`config.mk`:
```
export PLATFORM = sky130hd
export DESIGN_NAME = oqcfg_regs
export DESIGN_NICKNAME = d
export VERILOG_FILES = /design/src/oqcfg_pkg.sv /design/src/oqcfg_regs.sv
export SDC_FILE = /design/constraint.sdc
export NUM_CORES = 1
export LEC_CHECK = 0
export BUFFER_PORTS_ARGS = -buffer_cell sky130_fd_sc_hd__buf_4
export CAP_MARGIN = 40
export CORE_ASPECT_RATIO = 0.6
export CORE_MARGIN = 4
export CORE_UTILIZATION = 30
export DETAILED_ROUTE_END_ITERATION = 10
export PLACE_DENSITY = 0.56
export REMOVE_ABC_BUFFERS = 1
export SYNTH_ARGS = -nofsm -noshare
export SYNTH_HDL_FRONTEND = slang
export SYNTH_SLANG_ARGS = --single-unit
```
`constraint.sdc`:
```
create_clock -name clk -period 1.65 [get_ports clk]
set_input_delay 0.4125 -clock clk [delete_from_list [all_inputs] [get_ports clk]]
set_output_delay 0.4125 -clock clk [all_outputs]
set_load 0.02 [all_outputs]
```
`src/oqcfg_pkg.sv`:
```
// package with register layout, reset values and decoded carrier types for the o-qpsk config bank
package oqcfg_pkg;
    // register indices; offsets are local choices within the baseband page
    localparam logic [7:0] OQCFG_ADDR_C0   = 8'h00;
    localparam logic [7:0] OQCFG_ADDR_C1   = 8'h01;
    localparam logic [7:0] OQCFG_ADDR_C2   = 8'h02;
    localparam logic [7:0] OQCFG_ADDR_C3   = 8'h03;
    localparam logic [7:0] OQCFG_ADDR_PHRT = 8'h04;
    localparam logic [7:0] OQCFG_ADDR_PHRR = 8'h05;
    // writable bit masks; unassigned bits stay zero
    localparam logic [7:0] OQCFG_MASK_C0   = 8'h1B;
    localparam logic [7:0] OQCFG_MASK_C1   = 8'hFF;
    localparam logic [7:0] OQCFG_MASK_C2   = 8'h3F;
    localparam logic [7:0] OQCFG_MASK_C3   = 8'h2C;
    localparam logic [7:0] OQCFG_MASK_PHRT = 8'h3F;
    // reset values
    localparam logic [7:0] OQCFG_RST_C0    = 8'h00;
    localparam logic [7:0] OQCFG_RST_C1    = 8'hDB;
    localparam logic [7:0] OQCFG_RST_C2    = 8'h0C;
    localparam logic [7:0] OQCFG_RST_C3    = 8'h00;
    localparam logic [7:0] OQCFG_RST_PHRT  = 8'h00;
    // field positions
    localparam int OQCFG_DM_BIT     = 4;
    localparam int OQCFG_SHAPE_BIT  = 3;
    localparam int OQCFG_RXO_BIT    = 7;
    localparam int OQCFG_LEGACY_OVERRIDE_ENABLE_BIT = 6;
    localparam int OQCFG_SPC_BIT    = 5;
    localparam int OQCFG_RPC_BIT    = 4;
    localparam int OQCFG_PROP_BIT   = 3;
    localparam int OQCFG_FCSL_BIT   = 2;
    localparam int OQCFG_HRL_BIT    = 5;
    localparam int OQCFG_PPDU_BIT   = 5;
    localparam int OQCFG_RB0_BIT    = 4;
    localparam int OQCFG_LEG_BIT    = 0;
    // field codes
    localparam logic [1:0] OQCFG_CHIP_100  = 2'h0;
    localparam logic [1:0] OQCFG_CHIP_200  = 2'h1;
    localparam logic [1:0] OQCFG_CHIP_2000 = 2'h3;
    localparam logic [1:0] OQCFG_RXM_MR    = 2'h0;
    localparam logic [1:0] OQCFG_RXM_LEG   = 2'h1;
    localparam logic [1:0] OQCFG_RXM_BOTH  = 2'h2;
    localparam logic [2:0] OQCFG_RATE_STD_MAX = 3'h3;
    localparam logic [2:0] OQCFG_RATE_PROP    = 3'h4;

    // decoded receive controls
    typedef struct packed {
        logic       mr_override_enable;
        logic       legacy_override_enable;
        logic [2:0] mr_preamble_threshold;
        logic [2:0] legacy_preamble_threshold;
        logic       spurious_comp_enable;
        logic       low_power_listen;
        logic       proprietary_rate_accept;
        logic       legacy_check_type;
        logic       listen_mr;
        logic       listen_legacy;
        logic       legacy_high_rate;
        logic [1:0] sfd_search_select;
    } oqcfg_rx_t;

    // decoded transmit controls
    typedef struct packed {
        logic       direct_mod_active;
        logic       root_raised_cosine_shape;
        logic [1:0] chip_rate_select;
        logic       frame_format_type;
        logic       header_spare_bit0;
        logic       header_spare_bit1;
        logic [2:0] rate_mode;
        logic       rate_mode_valid;
        logic       phy_type_select;
        logic       legacy_high_rate;
    } oqcfg_tx_t;

    // received header status captured at frame start
    typedef struct packed {
        logic       frame_format_type;
        logic       header_spare_bit0;
        logic [2:0] rate_mode;
        logic       phy_type_select;
    } oqcfg_rxhdr_t;
endpackage

```
`src/oqcfg_regs.sv`:
```
// o-qpsk baseband configuration and transmit header register bank
// Notes on behaviour
// direct modulation needs both bits, chip rate 0/1
// shaping bit: 0 raised cosine, 1 root raised
// chip rate codes 100/200/1000/2000 kchip/s, reset 100
// bit 7 multi-rate override enable, resets on
// bit 6 legacy override enable, resets on
// bits 5:3 legacy preamble threshold
// bits 2:0 multi-rate preamble threshold
// host sets spurious compensation near spur channels
// low power listen only when listen mode 0
// proprietary rate acceptance bit, resets to one
// legacy check type: 0 32-bit, 1 16-bit
// listen mode: mr, legacy, both, none
// high-rate legacy affects transmit and receive
// sfd search space selection, four codes
// frame format type one or two
// spare bit0 copied into transmitted header
// rate mode 0..3, 4 proprietary sets spare1
// bit 0 picks phy type for transmit
// receive status held until next frame start
// received check type by phy type
// override restarts detection on signal jump
// unassigned bits read zero, ignore writes
`timescale 1ns/10ps
module oqcfg_regs
    import oqcfg_pkg::*;
(
    input  wire logic         clk,                    // 25 mhz baseband clock
    input  wire logic         nrst,                   // synchronous reset, active low
    input  wire logic         reg_wr,                 // register write strobe
    input  wire logic         reg_rd,                 // register read strobe
    input  wire logic [7:0]   reg_addr,               // register index
    input  wire logic [7:0]   reg_wdata,              // write data
    output logic      [7:0]   reg_rdata,              // read data, registered
    input  wire logic         tx_frontend_direct_mod, // frontend direct modulation bit
    input  wire logic         general_check_type,     // general phy control check type
    input  wire logic         rx_frame_start,         // valid frame start pulse
    input  oqcfg_rxhdr_t      rx_hdr_in,              // header decoded by receiver
    input  wire logic         preamble_found,         // receiver has a preamble
    input  wire logic         power_jump_mr,          // strength rose over 12 db
    input  wire logic         power_jump_legacy,      // strength rose over 9 db
    output oqcfg_rx_t         rx_cfg,                 // decoded receive controls
    output oqcfg_tx_t         tx_cfg,                 // decoded transmit controls
    output logic              rx_check_type,          // check type of received frame
    output logic              rx_restart              // return to preamble search
);

    // register map, one byte per index
    //   index 00  chip rate, shaping and direct modulation
    //     bit 4   direct modulation request
    //     bit 3   shaping filter choice
    //     bit 1:0 chip rate code
    //   index 01  receiver override and detector thresholds
    //     bit 7   multi-rate override enable
    //     bit 6   legacy override enable
    //     bit 5:3 legacy detector threshold
    //     bit 2:0 multi-rate detector threshold
    //   index 02  receive mode and related switches
    //     bit 5   spurious compensation
    //     bit 4   reduced power listen
    //     bit 3   proprietary rate acceptance
    //     bit 2   legacy check type
    //     bit 1:0 listen mode
    //   index 03  legacy high rate and sfd search space
    //     bit 5   legacy high rate
    //     bit 3:2 sfd search space
    //   index 04  header of the next transmitted frame
    //     bit 5   frame format type
    //     bit 4   spare header bit 0
    //     bit 3:1 rate mode
    //     bit 0   phy type
    //   index 05  header of the last received frame, read only
    //     same layout as index 04
    //   any other index reads zero and drops writes
    //
    // timing seen from the host
    //   a write lands in its byte at the edge that takes it
    //   decoded outputs follow one edge later
    //   read data is valid one edge after the read strobe
    //   read data holds until the next read strobe
    //   a write and a read of one byte in the same cycle
    //   return the old value, since the mux sees the old byte
    //
    // limitations
    //   mode 4 at a slow chip rate is only flagged, not blocked;
    //   the transmitter decides what to do with such a header
    //   all inputs share the baseband clock, so none is synchronised
    //   a frame start held for two cycles captures twice, which is
    //   harmless while the receiver keeps its header steady

    // stored register bytes
    logic [7:0]   c0, c1, c2, c3, phrt;
    logic [7:0]   next_c0, next_c1, next_c2, next_c3, next_phrt;
    logic [7:0]   next_rdata;
    oqcfg_rxhdr_t rx_hdr, next_rx_hdr;                // captured receive status
    oqcfg_rx_t    next_rx_cfg;
    oqcfg_tx_t    next_tx_cfg;
    logic         next_rx_check_type;
    logic         next_rx_restart;

    // register write path; masks keep unassigned bits at zero
    // masking on the way in, not on the way out, keeps the stored
    // byte and the read value identical, so the read mux stays plain
    // the status byte has no write case, a write to it is dropped
    always_comb begin
        next_c0   = c0;
        next_c1   = c1;
        next_c2   = c2;
        next_c3   = c3;
        next_phrt = phrt;
        if (reg_wr) begin
            case (reg_addr)
                OQCFG_ADDR_C0:   next_c0   = reg_wdata & OQCFG_MASK_C0;
                OQCFG_ADDR_C1:   next_c1   = reg_wdata & OQCFG_MASK_C1;
                OQCFG_ADDR_C2:   next_c2   = reg_wdata & OQCFG_MASK_C2;
                OQCFG_ADDR_C3:   next_c3   = reg_wdata & OQCFG_MASK_C3;
                OQCFG_ADDR_PHRT: next_phrt = reg_wdata & OQCFG_MASK_PHRT;
                default: begin
                    // unmapped index, write dropped
                end
            endcase
        end
    end

    // receive status capture, held between frame starts
    always_comb begin
        next_rx_hdr = rx_hdr;
        if (rx_frame_start) begin
            next_rx_hdr = rx_hdr_in;
        end
    end

    // read mux; registered so the read data is a flop output
    // without a read strobe the flop keeps its value, so a slow
    // host may sample the byte at any time before its next read
    always_comb begin
        next_rdata = reg_rdata;
        if (reg_rd) begin
            case (reg_addr)
                OQCFG_ADDR_C0:   next_rdata = c0;
                OQCFG_ADDR_C1:   next_rdata = c1;
                OQCFG_ADDR_C2:   next_rdata = c2;
                OQCFG_ADDR_C3:   next_rdata = c3;
                OQCFG_ADDR_PHRT: next_rdata = phrt;
                OQCFG_ADDR_PHRR: next_rdata = {2'h0, rx_hdr.frame_format_type,
                                               rx_hdr.header_spare_bit0, rx_hdr.rate_mode,
                                               rx_hdr.phy_type_select};
                default:         next_rdata = 8'h00; // unmapped reads zero
            endcase
        end
    end

    // decode receive controls
    always_comb begin
        next_rx_cfg.mr_override_enable        = c1[OQCFG_RXO_BIT];
        next_rx_cfg.legacy_override_enable    = c1[OQCFG_LEGACY_OVERRIDE_ENABLE_BIT];
        next_rx_cfg.legacy_preamble_threshold = c1[5:3];
        next_rx_cfg.mr_preamble_threshold     = c1[2:0];
        // active while set; channel choice is the host's job
        next_rx_cfg.spurious_comp_enable      = c2[OQCFG_SPC_BIT];
        // power saving only makes sense when legacy is not listened for
        next_rx_cfg.low_power_listen          = c2[OQCFG_RPC_BIT]
                                                && (c2[1:0] == OQCFG_RXM_MR);
        next_rx_cfg.proprietary_rate_accept   = c2[OQCFG_PROP_BIT];
        next_rx_cfg.legacy_check_type         = c2[OQCFG_FCSL_BIT];
        // code 3 leaves both listeners off
        next_rx_cfg.listen_mr     = (c2[1:0] == OQCFG_RXM_MR)
                                    || (c2[1:0] == OQCFG_RXM_BOTH);
        next_rx_cfg.listen_legacy = (c2[1:0] == OQCFG_RXM_LEG)
                                    || (c2[1:0] == OQCFG_RXM_BOTH);
        next_rx_cfg.legacy_high_rate  = c3[OQCFG_HRL_BIT];
        next_rx_cfg.sfd_search_select = c3[3:2];
    end

    // decode transmit controls
    always_comb begin
        // direct modulation ignored at the two fast chip rates
        next_tx_cfg.direct_mod_active = c0[OQCFG_DM_BIT] && tx_frontend_direct_mod
                                        && ((c0[1:0] == OQCFG_CHIP_100)
                                            || (c0[1:0] == OQCFG_CHIP_200));
        next_tx_cfg.root_raised_cosine_shape = c0[OQCFG_SHAPE_BIT];
        next_tx_cfg.chip_rate_select  = c0[1:0];
        next_tx_cfg.frame_format_type = phrt[OQCFG_PPDU_BIT];
        next_tx_cfg.header_spare_bit0 = phrt[OQCFG_RB0_BIT];
        next_tx_cfg.rate_mode         = phrt[3:1];
        next_tx_cfg.header_spare_bit1 = (phrt[3:1] == OQCFG_RATE_PROP);
        // mode 4 only legal at the top chip rate; flagged rather than remapped
        next_tx_cfg.rate_mode_valid   = (phrt[3:1] <= OQCFG_RATE_STD_MAX)
                                        || ((phrt[3:1] == OQCFG_RATE_PROP)
                                            && (c0[1:0] == OQCFG_CHIP_2000));
        next_tx_cfg.phy_type_select   = phrt[OQCFG_LEG_BIT];
        next_tx_cfg.legacy_high_rate  = c3[OQCFG_HRL_BIT];
    end

    // received check type and override restart
    // the check type follows the captured header, not the live one,
    // so it stays put for the whole frame even if a new header
    // arrives on rx_hdr_in before the frame has been checked
    // restart needs a found preamble; a jump alone while searching
    // would only restart a search that is already running
    always_comb begin
        next_rx_check_type = rx_hdr.phy_type_select ? c2[OQCFG_FCSL_BIT]
                                                    : general_check_type;
        next_rx_restart    = preamble_found
                             && ((c1[OQCFG_RXO_BIT] && power_jump_mr)
                                 || (c1[OQCFG_LEGACY_OVERRIDE_ENABLE_BIT] && power_jump_legacy));
    end

    // reset notes
    //   every flop below has a synchronous reset, so nrst must be
    //   low across at least one rising edge to take effect
    //   the configuration bytes reset to the power-up defaults
    //   decoded outputs reset to zero and pick up the defaults one
    //   edge after release; a consumer that looks in that single
    //   cycle sees overrides off, which is why the receiver is
    //   expected to stay idle until reset has been gone a while

    // configuration bytes; reset values give the power-up defaults
    always_ff @(posedge clk) begin
        if (!nrst) begin
            c0   <= OQCFG_RST_C0;
            c1   <= OQCFG_RST_C1;
            c2   <= OQCFG_RST_C2;
            c3   <= OQCFG_RST_C3;
            phrt <= OQCFG_RST_PHRT;
        end else begin
            c0   <= next_c0;
            c1   <= next_c1;
            c2   <= next_c2;
            c3   <= next_c3;
            phrt <= next_phrt;
        end
    end

    // captured receive status; clears to zero like the status byte
    always_ff @(posedge clk) begin
        if (!nrst) begin
            rx_hdr <= '0;
        end else begin
            rx_hdr <= next_rx_hdr;
        end
    end

    // read data flop; holding it spares the host a timing race
    always_ff @(posedge clk) begin
        if (!nrst) begin
            reg_rdata <= 8'h00;
        end else begin
            reg_rdata <= next_rdata;
        end
    end

    // decoded receive controls
    always_ff @(posedge clk) begin
        if (!nrst) begin
            rx_cfg <= '0;
        end else begin
            rx_cfg <= next_rx_cfg;
        end
    end

    // decoded transmit controls
    always_ff @(posedge clk) begin
        if (!nrst) begin
            tx_cfg <= '0;
        end else begin
            tx_cfg <= next_tx_cfg;
        end
    end

    // received check type and override restart
    // restart is a level, it stays up while its conditions stand
    always_ff @(posedge clk) begin
        if (!nrst) begin
            rx_check_type <= 1'b0;
            rx_restart    <= 1'b0;
        end else begin
            rx_check_type <= next_rx_check_type;
            rx_restart    <= next_rx_restart;
        end
    end

endmodule

```
Word-level counts from Yosys, hierarchy flattened
Index checks and enable logic that the tools add are counted.
{"block": "word_totals", "reg_bits": 72, "input_bits": 32, "out_inout_bits": 40, "word_cells": 66}
{"block": "classes", "order_cmp": 1, "n_eq_ne": 10, "n_mux": 2, "reduce_logical": 20}
{"op": "8-bit one-hot mux with 6 select lines", "n": 1}
{"op": "8-bit by 2-bit == test with 1-bit output (second input constant)", "n": 2}
{"op": "8-bit by 3-bit == test with 1-bit output (second input constant)", "n": 2}
{"op": "2-bit AND reduction", "n": 5}
{"op": "8-bit by 1-bit == test with 1-bit output (second input constant)", "n": 1}
{"op": "8-bit logical NOT", "n": 1}
{"op": "1-bit logical AND", "n": 7}
{"op": "1-bit logical OR", "n": 5}
{"op": "2-bit by 1-bit == test with 1-bit output (second input constant)", "n": 2}
{"op": "2-bit == test (second input constant)", "n": 2}
{"op": "2-bit logical NOT", "n": 2}
{"op": "3-bit == test (second input constant)", "n": 1}
{"op": "3-bit by 2-bit less-or-equal comparator with 1-bit output (second input constant)", "n": 1}
{"op": "1-bit 2-to-1 mux", "n": 1}

Longest topological paths before layout
Gate-level depths: netlist of the first run.
{"block": "logic_depth", "depth_word": 3, "depth_mapped": 6, "ltp_nobuf": 4}

Worst setup path before layout of the first run
OpenSTA, ideal clock, no wires.
{"block": "synth_path", "kind": "input-to-reg", "start": "input port reg_addr[3]", "end": "register c2[2]", "setup_time_ps": 128, "t_arrival_ps": 1444, "required_ps": 1522, "path_slack_ps": 78, "cell_stages": 6, "path_buffers": 2, "path_cell_list": "clkbuf_1 nor4bb_1 and3_1 buf_6 mux2i_1 nand2_1"}
{"block": "synth_via", "elab_chain_len": 2}
{"element": "start: declaration", "line_no": "oqcfg_regs.sv:33", "rtl": "input wire logic [7:0] reg_addr,"}
{"element": "8-bit by 2-bit == test with 1-bit output", "line_no": "oqcfg_regs.sv:113", "rtl": "case (reg_addr)"}
{"element": "2-bit AND reduction (no line)"}
{"element": "end signal: assignment", "line_no": "oqcfg_regs.sv:230", "rtl": "c2 <= next_c2;"}
{"element": "end: declaration", "line_no": "oqcfg_regs.sv:93", "rtl": "logic [7:0] c0, c1, c2, c3, phrt;"}
Every way passes these cells.
A chain may end at the register's enable or synchronous reset.

Worst setup path in the final report of the first run
{"block": "layout_path", "start": "register phrt[1]", "end": "register reg_rdata[1]"}
{"block": "layout_via", "elab_chain_len": 1}
{"element": "start: declaration", "line_no": "oqcfg_regs.sv:93"}
{"element": "start signal: assignment", "line_no": "oqcfg_regs.sv:232", "rtl": "phrt <= next_phrt;"}
{"element": "8-bit one-hot mux with 6 select lines", "line_no": "oqcfg_regs.sv:140", "rtl": "case (reg_addr)"}
{"element": "end signal: assignment", "line_no": "oqcfg_regs.sv:250", "rtl": "reg_rdata <= next_rdata;"}
{"element": "end: declaration", "line_no": "oqcfg_regs.sv:35", "rtl": "output logic [7:0] reg_rdata,"}
Every way passes these cells.

==> impl_metrics.ini, run 1 <==
[run]
max_cap_violations = 0

[clock_network]
ctsHoldBuffers = 0
clkTransAtPathRegs_ns = 0.06
cts_tree = yes
clk_path_buf_depth = 2
cts_sinks = 72
h-tree-depth = 3
post_cts_buffers = 0
cts.repair.resized = 0
clk_latency_ns = 0.34
clock-root-buffer = clkbuf_16
cts_inserted_buffers = 9

[global_route]
grt_pass1_vias = 2238
grt_overflow = 0
antenna_found_initial = 0
grt_pass1_wl_um = 12040
grt_util_all_layers_pct = 14.71
grt_max_degree = 34

[sta]
finClkSkew_ns = 0.004851
relSlewSlack_pct = 75.09
drv_slew = 0
tns_ns = 0
min_period_ns = 1.355
max_freq_mhz = 737.9
max_slew.worst_pin.slew_ns = 0.3685
finalCritPeriodShare_pct = 82.14
fin_ws_ns = 0.2947
setup_viol_count_final = 0
hold_viol = 0
rsz0062_at_grt = no

[power]
ir_worst_vdd_mv = 0.5627
p_per_area_nw_per_um2 = 1117
swShare_pct = 21.31
seq_power_share_pct = 41.4
leakagePower_nw = 1.761
p_clk_share_pct = 52.1
combPwrFrac_pct = 6.5
total_power_mw = 4.293
p_int_mw = 3.378
netSwitchingPower_uw = 914.7

[place]
gp_congestion = 0.8414
placed_area_um2 = 3498
port-buffer-count = 71
dp.cells = 458
dp.final_hpwl_um = 5445
dpl_worst_slack_ns = -0.03907

[routing]
drtPass1Iterations = 4
drc = 0
wire_per_inst_um = 15.88
routed_via_density = 4.624
drt-initial-drc-count = 216
vias = 2192
ant_nets = 0
totalWireLength_um = 7525

[synth]
postSynthAreaPerCell_um2 = 10.02
synth_top_cells_by_count = dfxtp_1, mux2i_1, nor2_1
synth_area_leader_cell = dfxtp_1
synth_area_leaders = dfxtp_1, mux2i_1, and2_1
yosysTopAreaCellShare_pct = 52.48
async_flop_share_pct = 0
ys_seq_area_share_pct = 52.48
ys.flop_type = dfxtp_1
syn_inst = 274
ys_seq_elements = 72
synth_area_um2 = 2746
post-synth-top-count-cell = dfxtp_1
ys_types = 40
synth_edf_count = 0
yosys_warnings = 0

[hold_path]
whs_path_depth = 3
holdCritPathClass = in -> reg
worstHoldStart = reg_wdata[6]
hold_end = c1[6]

[floorplan]
die_y_um = 82.12
dieArea_um2 = 10800
start_util_pct = 31.50
die_w_um = 131.5
rows = 26
io_pins = 72
core_area_um2 = 8718

[worst_setup_path]
worstSetupStartpointType = flip-flop
reg2reg_from = phrt[1]
rr_endpoint = reg_rdata[1]
worstPathRequired_ns = 1.88
reg2reg_setup_slack_ns = 0.29
worstSetupPathType = reg -> reg
cp_max_fo = 4
r2r.worst_path.cells = 4
cp-end-kind = flip-flop
critPathArrivalTime_ns = 1.58

[layout]
layout-drive-gt1-share_pct = 31.77
stdcell_count = 474
multi_input_area_um2 = 1197
fill_cells = 857
fin_area_um2 = 3844
fin_nets = 391
area.growth.synth_to_final_pct = 39.95
diodes = 0
seq_area_um2 = 1441

[outcome]
status = finished clean
[critical path: stages, from the launching register on]
cell and delay (ns):
dfxtp_1 0.34, mux4_2 0.50, a22o_1 0.20, a21oi_1 0.15, nor2_1 0.05
[through the flow]
step | hold WS (ns) | utilization [%]
6_report | 0.2839 | 44.09
2_1_floorplan | 0.4396 | -
3_5_place_dp | 0.4650 | 40.13
3_3_place_gp | 0.4633 | 40.13
4_1_cts | 0.2774 | 44.09
5_1_grt | 0.3035 | 44.09
[routing by layer]
layer,track usage [%],up-vias,wire length [um]
met1,21.03,1013,3998
met2,19.58,76,2898
met5,0,-,0
met4,5.346,0,56
li1,-,1099,-
met3,5.993,4,572
[final cells by class]
type | instances | area share [%]
clock buffers | 9 | 5.859
clock inverters | 7 | 3.125
repair buffers | 90 | 18.23
inverters | 5 | 0.4883
flip-flops and latches | 72 | 37.50
multi-input cells | 179 | 31.15
well taps | 112 | 3.646
[registers in the layout, summed over array words and instances (netlist names)]
name and cells:
c0 4, c2 6, rx_cfg 16, c3 3, rx_check_type 1, c1 8
rx_hdr 6, tx_cfg 13, reg_rdata 8, rx_restart 1, phrt 6
[placed cells by master (no fill, tap or decap), drive strengths merged, types with 2 or more instances in the layout]
cell type,count
nor2,30
nor4b,3
nand3,11
mux2i,30
mux2,3
nand2b,4
ha,2
nor3b,2
nand2,22
nor2b,5
o21ai,7
bufinv,3
a21oi,11
dfxtp,72
mux4,2
clkinv,3
clkbuf,9
nor4,2
and3,5
and2,24
buf,90
inv,5
nand4,3
[power groups by stage]
stage / clock network [mW] / registers, mW / logic (mW)
after CTS: 2.28 / 1.78 / 0.279
final: 2.24 / 1.78 / 0.277
after detailed placement: 0 / 1.82 / 0.278
after floorplan: 0 / 1.83 / 0.0724
after global routing: 2.36 / 1.78 / 0.301
after global placement: 0 / 1.82 / 0.278
[cell families after synthesis]
group / share of synthesized area [%]
and+or+nand+nor: 23.14
DFF: 52.48
muxes: 13.80
AOI/OAI and AO/OA: 5.741
buffers and inverters: 3.918
adders and majority gates: 0.9110
[how the worst max path moves through the flow]
stage / startpoint / end / slack [ns]
after floorplan: reg_addr[5] / c2[0] / 0.01
after global placement: reg_addr[1] / reg_rdata[3] / -0.04
after detailed placement: reg_addr[2] / c2[2] / -0.04
after CTS: c2[3] / reg_rdata[3] / 0.28
after global routing: c2[3] / reg_rdata[3] / 0.19
final: phrt[1] / reg_rdata[1] / 0.29
No activity file was read; power rests on OpenSTA's default activity.
==> inputs of run 2 (changes only) <==
--- a/config.mk
+++ b/config.mk
@@ -5,13 +5,14 @@
 export SDC_FILE = /design/constraint.sdc
 export NUM_CORES = 1
 export LEC_CHECK = 0
+export ABC_AREA = 1
 export BUFFER_PORTS_ARGS = -buffer_cell sky130_fd_sc_hd__buf_4
 export CAP_MARGIN = 40
 export CORE_ASPECT_RATIO = 0.6
 export CORE_MARGIN = 4
 export CORE_UTILIZATION = 30
 export DETAILED_ROUTE_END_ITERATION = 10
-export PLACE_DENSITY = 0.56
+export PLACE_DENSITY = 0.54
 export REMOVE_ABC_BUFFERS = 1
 export SYNTH_ARGS = -nofsm -noshare
 export SYNTH_HDL_FRONTEND = slang
==> constraint.sdc (replaced) <==
create_clock -name clk -period 1.3 [get_ports clk]
set_input_delay 0.325 -clock clk [delete_from_list [all_inputs] [get_ports clk]]
set_output_delay 0.325 -clock clk [all_outputs]
set_load 0.02 [all_outputs]
==> impl_metrics.ini, run 2 <==
[clock_network]
cts_tree = yes
cts_sinks = 72
cts_inserted_buffers = 9
clkTransAtPathRegs_ns = 0.06
h-tree-depth = 3
clock-root-buffer = clkbuf_16
cts.repair.resized = 0
clk_latency_ns = 0.34
post_cts_buffers = 0
ctsHoldBuffers = 0
clk_path_buf_depth = 2

[synth]
syn_inst = 354
synth-xor-area-share_pct = 0
synth_fa_ha_area_share_pct = 0.9095
ys.flop_type = dfxtp_1
async_flop_share_pct = 0
synth_area_um2 = 2751
synth_compound_area_share_pct = 10.73
postSynthAreaPerCell_um2 = 7.772
ys_types = 25
synth_edf_count = 0
synth_top_cells_by_count = dfxtp_1, nand2_1, nor2_1
yosys_warnings = 0
synth_area_leaders = dfxtp_1, nand2_1, nor2_1
synth_top_family_by_area = simple AND/OR/NAND/NOR gates
yosysTopAreaCellShare_pct = 52.39
synth-simple-area-share_pct = 26.47
ys_seq_area_share_pct = 52.39
synthMuxAreaShare_pct = 0
post-synth-top-count-cell = dfxtp_1
ys_seq_elements = 72
synth_area_leader_cell = dfxtp_1

[sta]
setup_viol_count_final = 0
finalCritPeriodShare_pct = 92.31
rsz0062_at_grt = no
max_slew.worst_pin.slew_ns = 0.2343
hold_viol = 0
finClkSkew_ns = 0.005932
drv_slew = 0
max_freq_mhz = 833.3
min_period_ns = 1.200
tns_ns = 0
relSlewSlack_pct = 84.26

[worst_setup_path]
worstPathRequired_ns = 0.98
worstSetupPathType = reg -> out
cp_max_fo = 2
critPathArrivalTime_ns = 0.87
slowest_stage = dfxtp_1
critPathBufInv = 1
worstSetupStartpointType = flip-flop
r2r.worst_path.cells = 6
cpPeakStageDelay_ns = 0.37
crit_family = flip-flops
crit_cells = 1
cp-end-kind = output port
path_cells = buf_4

[global_route]
grt_pass1_vias = 2443
grt_util_all_layers_pct = 14.50
grt_pass1_wl_um = 12080
antenna_found_initial = 0
grt_max_degree = 25
grt_overflow = 0

[layout]
diodes = 0
stdcell_count = 556
area.growth.synth_to_final_pct = 36.93
layout_commonest_cell = buf_4
fin_nets = 473
fill_cells = 884
largestRegisters = rx_cfg: 16 flops, tx_cfg: 13 flops
top_register = rx_cfg
final_cell_mix = buf_4, dfxtp_1, nand2_1
layout-drive-gt1-share_pct = 27.70
finalCoreUtilization_pct = 43.21
largest_reg_flops = 16

[routing]
drt-initial-drc-count = 105
vias = 2485
drtPass1Iterations = 4
ant_nets = 0
drc = 0
wire_per_inst_um = 13.22
routed_via_density = 4.469
totalWireLength_um = 7353

[power]
ir_worst_vdd_mv = 0.6107
leakagePower_nw = 1.845
p_per_area_nw_per_um2 = 1337
total_power_mw = 5.037

[place]
gp_congestion = 0.8411
dp.final_hpwl_um = 5697
port-buffer-count = 71
dp.cells = 540

[floorplan]
dieArea_um2 = 10820
start_util_pct = 31.56
die_y_um = 82.18
io_pins = 72
die_w_um = 131.6
rows = 26
core_area_um2 = 8718

[outcome]
status = finished clean

[hold_path]
whs_path_depth = 3
holdCritPathClass = in -> reg

[run]
max_cap_violations = 0
## run 2: changes by cell type after synthesis, moves of 23 or more
cell / before / now
nand2_1: 22 / 66
inv_1: 5 / 41
mux2i_1: 30 / 0
and2_1: 24 / 0
o21ai_0: 7 / 31
nand3_1: 10 / 33
## run 2: cell type report
class / count / area, um^2 / area share, %
Multi-Input combinational cell: 222 / 1049 / 27.83
Clock buffer: 10 / 229.0 / 6.078
Timing Repair Buffer: 86 / 658.1 / 17.47
Tap cell: 112 / 140.1 / 3.720
Sequential cell: 72 / 1441 / 38.26
Inverter: 48 / 182.7 / 4.849
Clock inverter: 6 / 67.56 / 1.793
## run 2: per-stage QoR
stage | hold WS, ns | area [um^2] | worst slack [ns]
floorplan | 0.4071 | 2673 | -0.06200
global placement | 0.4201 | 3471 | -0.1536
detailed placement | 0.4174 | 3471 | -0.1572
CTS | 0.1918 | 3767 | 0.09166
global route | 0.1995 | 3767 | 0.06277
finish | 0.2006 | 3767 | 0.1000
## run 2: logic make-up after synthesis
kind of cell             after synthesis
AO/OA/AOI/OAI                         56
adder cells (fa/ha/maj)                2
buffers and inverters                 60
flip-flops                            72
AND/OR/NAND/NOR                      164
## run 2: per-layer routing
layer / share of wire (%) / wire length (um) / GRT usage [%] / up-vias
met5: 0 / 0 / 0 / -
met2: 36 / 2636 / 19.37 / 80
met1: 54 / 3979 / 21.32 / 1107
li1: - / - / - / 1288
met3: 8.9 / 656 / 5.327 / 10
met4: 1.1 / 80 / 4.403 / 0
## run 2: worst paths after layout
kind	startpoint	to	slack, ns
worst min-delay path	reg_wdata[7]	c1[7]	0.20
worst max-delay path	reg_rdata[0]	reg_rdata[0]	0.10
worst max register to register	c3[3]	reg_rdata[3]	0.31
worst min register to register	c1[0]	rx_cfg[12]	0.42
## run 2: power by group
| part | switching [mW] | internal (mW) | leakage (nW) |
|---|---|---|---|
| Combinational | 0.188 | 0.141 | 1.12 |
| Sequential | 0.0172 | 2.25 | 0.587 |
| Clock | 0.953 | 1.49 | 0.139 |
| Total | 1.16 | 3.88 | 1.85 |
==> inputs of run 3 (changes only) <==
--- a/config.mk
+++ b/config.mk
@@ -11,6 +11,7 @@
 export CORE_ASPECT_RATIO = 0.6
 export CORE_MARGIN = 4
 export CORE_UTILIZATION = 30
+export CTS_BUF_LIST = sky130_fd_sc_hd__clkbuf_16
 export DETAILED_ROUTE_END_ITERATION = 10
 export PLACE_DENSITY = 0.54
 export REMOVE_ABC_BUFFERS = 1
==> impl_metrics.ini, run 3 (same netlist as run 2, synthesis figures left out) <==
[power]
total_power_mw = 5.030
p_int_mw = 3.871
ir_worst_vdd_mv = 0.6107
seq_power_share_pct = 45.0
combPwrFrac_pct = 6.5
netSwitchingPower_mw = 1.159
leakagePower_nw = 1.850
p_clk_share_pct = 48.4
swShare_pct = 23.04
p_per_area_nw_per_um2 = 1335

[floorplan]
die_y_um = 82.18
core_area_um2 = 8718
dieArea_um2 = 10820
io_pins = 72
die_w_um = 131.6
rows = 26
start_util_pct = 31.56

[sta]
hold_viol = 0
max_slew.worst_pin.slew_ns = 0.2343
setup_viol_count_final = 0
finClkSkew_ns = 0.005932
fin_ws_ns = 0.1000
tns_ns = 0
finalCritPeriodShare_pct = 92.31
drv_slew = 0
relSlewSlack_pct = 84.26
max_freq_mhz = 833.3
min_period_ns = 1.200
rsz0062_at_grt = no

[global_route]
antenna_found_initial = 0
grt_pass1_wl_um = 12080
grt_overflow = 0
grt_pass1_vias = 2443
grt_max_degree = 25
grt_util_all_layers_pct = 14.50

[worst_setup_path]
critPathArrivalTime_ns = 0.87
cp-end-kind = output port
path_cells = buf_4
r2r.worst_path.cells = 6
worstSetupStartpointType = flip-flop
cp_max_fo = 2
reg2reg_setup_slack_ns = 0.31
worstPathRequired_ns = 0.98
crit_cells = 1
worstSetupPathType = reg -> out
crit_family = flip-flops
rr_endpoint = reg_rdata[3]
reg2reg_from = c3[3]
slowest_stage = dfxtp_1
critPathBufInv = 1
cpPeakStageDelay_ns = 0.37

[routing]
vias = 2484
wire_per_inst_um = 13.23
ant_nets = 0
drt-initial-drc-count = 105
routed_via_density = 4.468
drc = 0
drtPass1Iterations = 4
totalWireLength_um = 7354

[clock_network]
post_cts_buffers = 0
ctsHoldBuffers = 0
clk_path_buf_depth = 2
clock-root-buffer = clkbuf_16
cts_tree = yes
clkTransAtPathRegs_ns = 0.06
cts_sinks = 72
cts.repair.resized = 0
h-tree-depth = 3
clk_latency_ns = 0.34
cts_inserted_buffers = 9

[layout]
fin_area_um2 = 3767
fill_cells = 884
layout-drive-gt1-share_pct = 27.70
top_register = rx_cfg
area.growth.synth_to_final_pct = 36.93
largestRegisters = rx_cfg: 16 flops, tx_cfg: 13 flops
diodes = 0
final_cell_mix = buf_4, dfxtp_1, nand2_1
fin_nets = 473
largest_reg_flops = 16
layout_commonest_cell = buf_4
stdcell_count = 556

[run]
max_cap_violations = 0

[outcome]
status = finished clean

[place]
dpl_worst_slack_ns = -0.1572
placed_area_um2 = 3471
port-buffer-count = 71
dp.final_hpwl_um = 5697
gp_congestion = 0.8411
dp.cells = 540

[hold_path]
whs_path_depth = 3
holdCritPathClass = in -> reg
hold_end = c1[7]
worstHoldStart = reg_wdata[7]
[run 3: routing by layer]
layer | vias to the layer above | track usage, % | share of wire (%)
met1 | 1106 | 21.32 | 54
met4 | 0 | 4.403 | 1.1
li1 | 1288 | - | -
met2 | 80 | 19.37 | 36
met5 | - | 0 | 0
met3 | 10 | 5.327 | 8.9
[run 3: cell type report]
class	instances	area, um^2	area share, %
inverter	48	182.7	4.849
clock inverter	7	71.32	1.893
multi-input combinational	222	1049	27.83
clock buffer	9	225.2	5.978
sequential	72	1441	38.26
tap	112	140.1	3.720
timing repair buffer	86	658.1	17.47
[run 3: how the worst max path moves through the flow]
stage | end | startpoint
6_report | reg_rdata[0] | reg_rdata[0]
5_1_grt | reg_rdata[0] | reg_rdata[0]
4_1_cts | reg_rdata[0] | reg_rdata[0]
3_5_place_dp | c2[1] | reg_addr[7]
3_3_place_gp | c2[0] | reg_addr[5]
2_1_floorplan | c1[2] | reg_addr[7]
[run 3: power groups by stage]
stage	registers [mW]	logic, mW	clock network, mW
2_1_floorplan	2.34	0.0899	0
3_3_place_gp	2.31	0.328	0
3_5_place_dp	2.31	0.332	0
4_1_cts	2.26	0.332	2.52
5_1_grt	2.27	0.361	2.60
6_report	2.26	0.329	2.44
[run 3: tightest hold or removal path, stage by stage]
cell and delay, ns:
buf_4 0.08, nand2_1 0.04, nand3_1 0.06
[run 3: per-stage QoR]
step           hold WS, ns  util [%]
2_1_floorplan       0.4071         -
3_3_place_gp        0.4201     39.81
3_5_place_dp        0.4174     39.81
4_1_cts             0.1918     43.21
5_1_grt             0.1995     43.21
6_report            0.2006     43.21
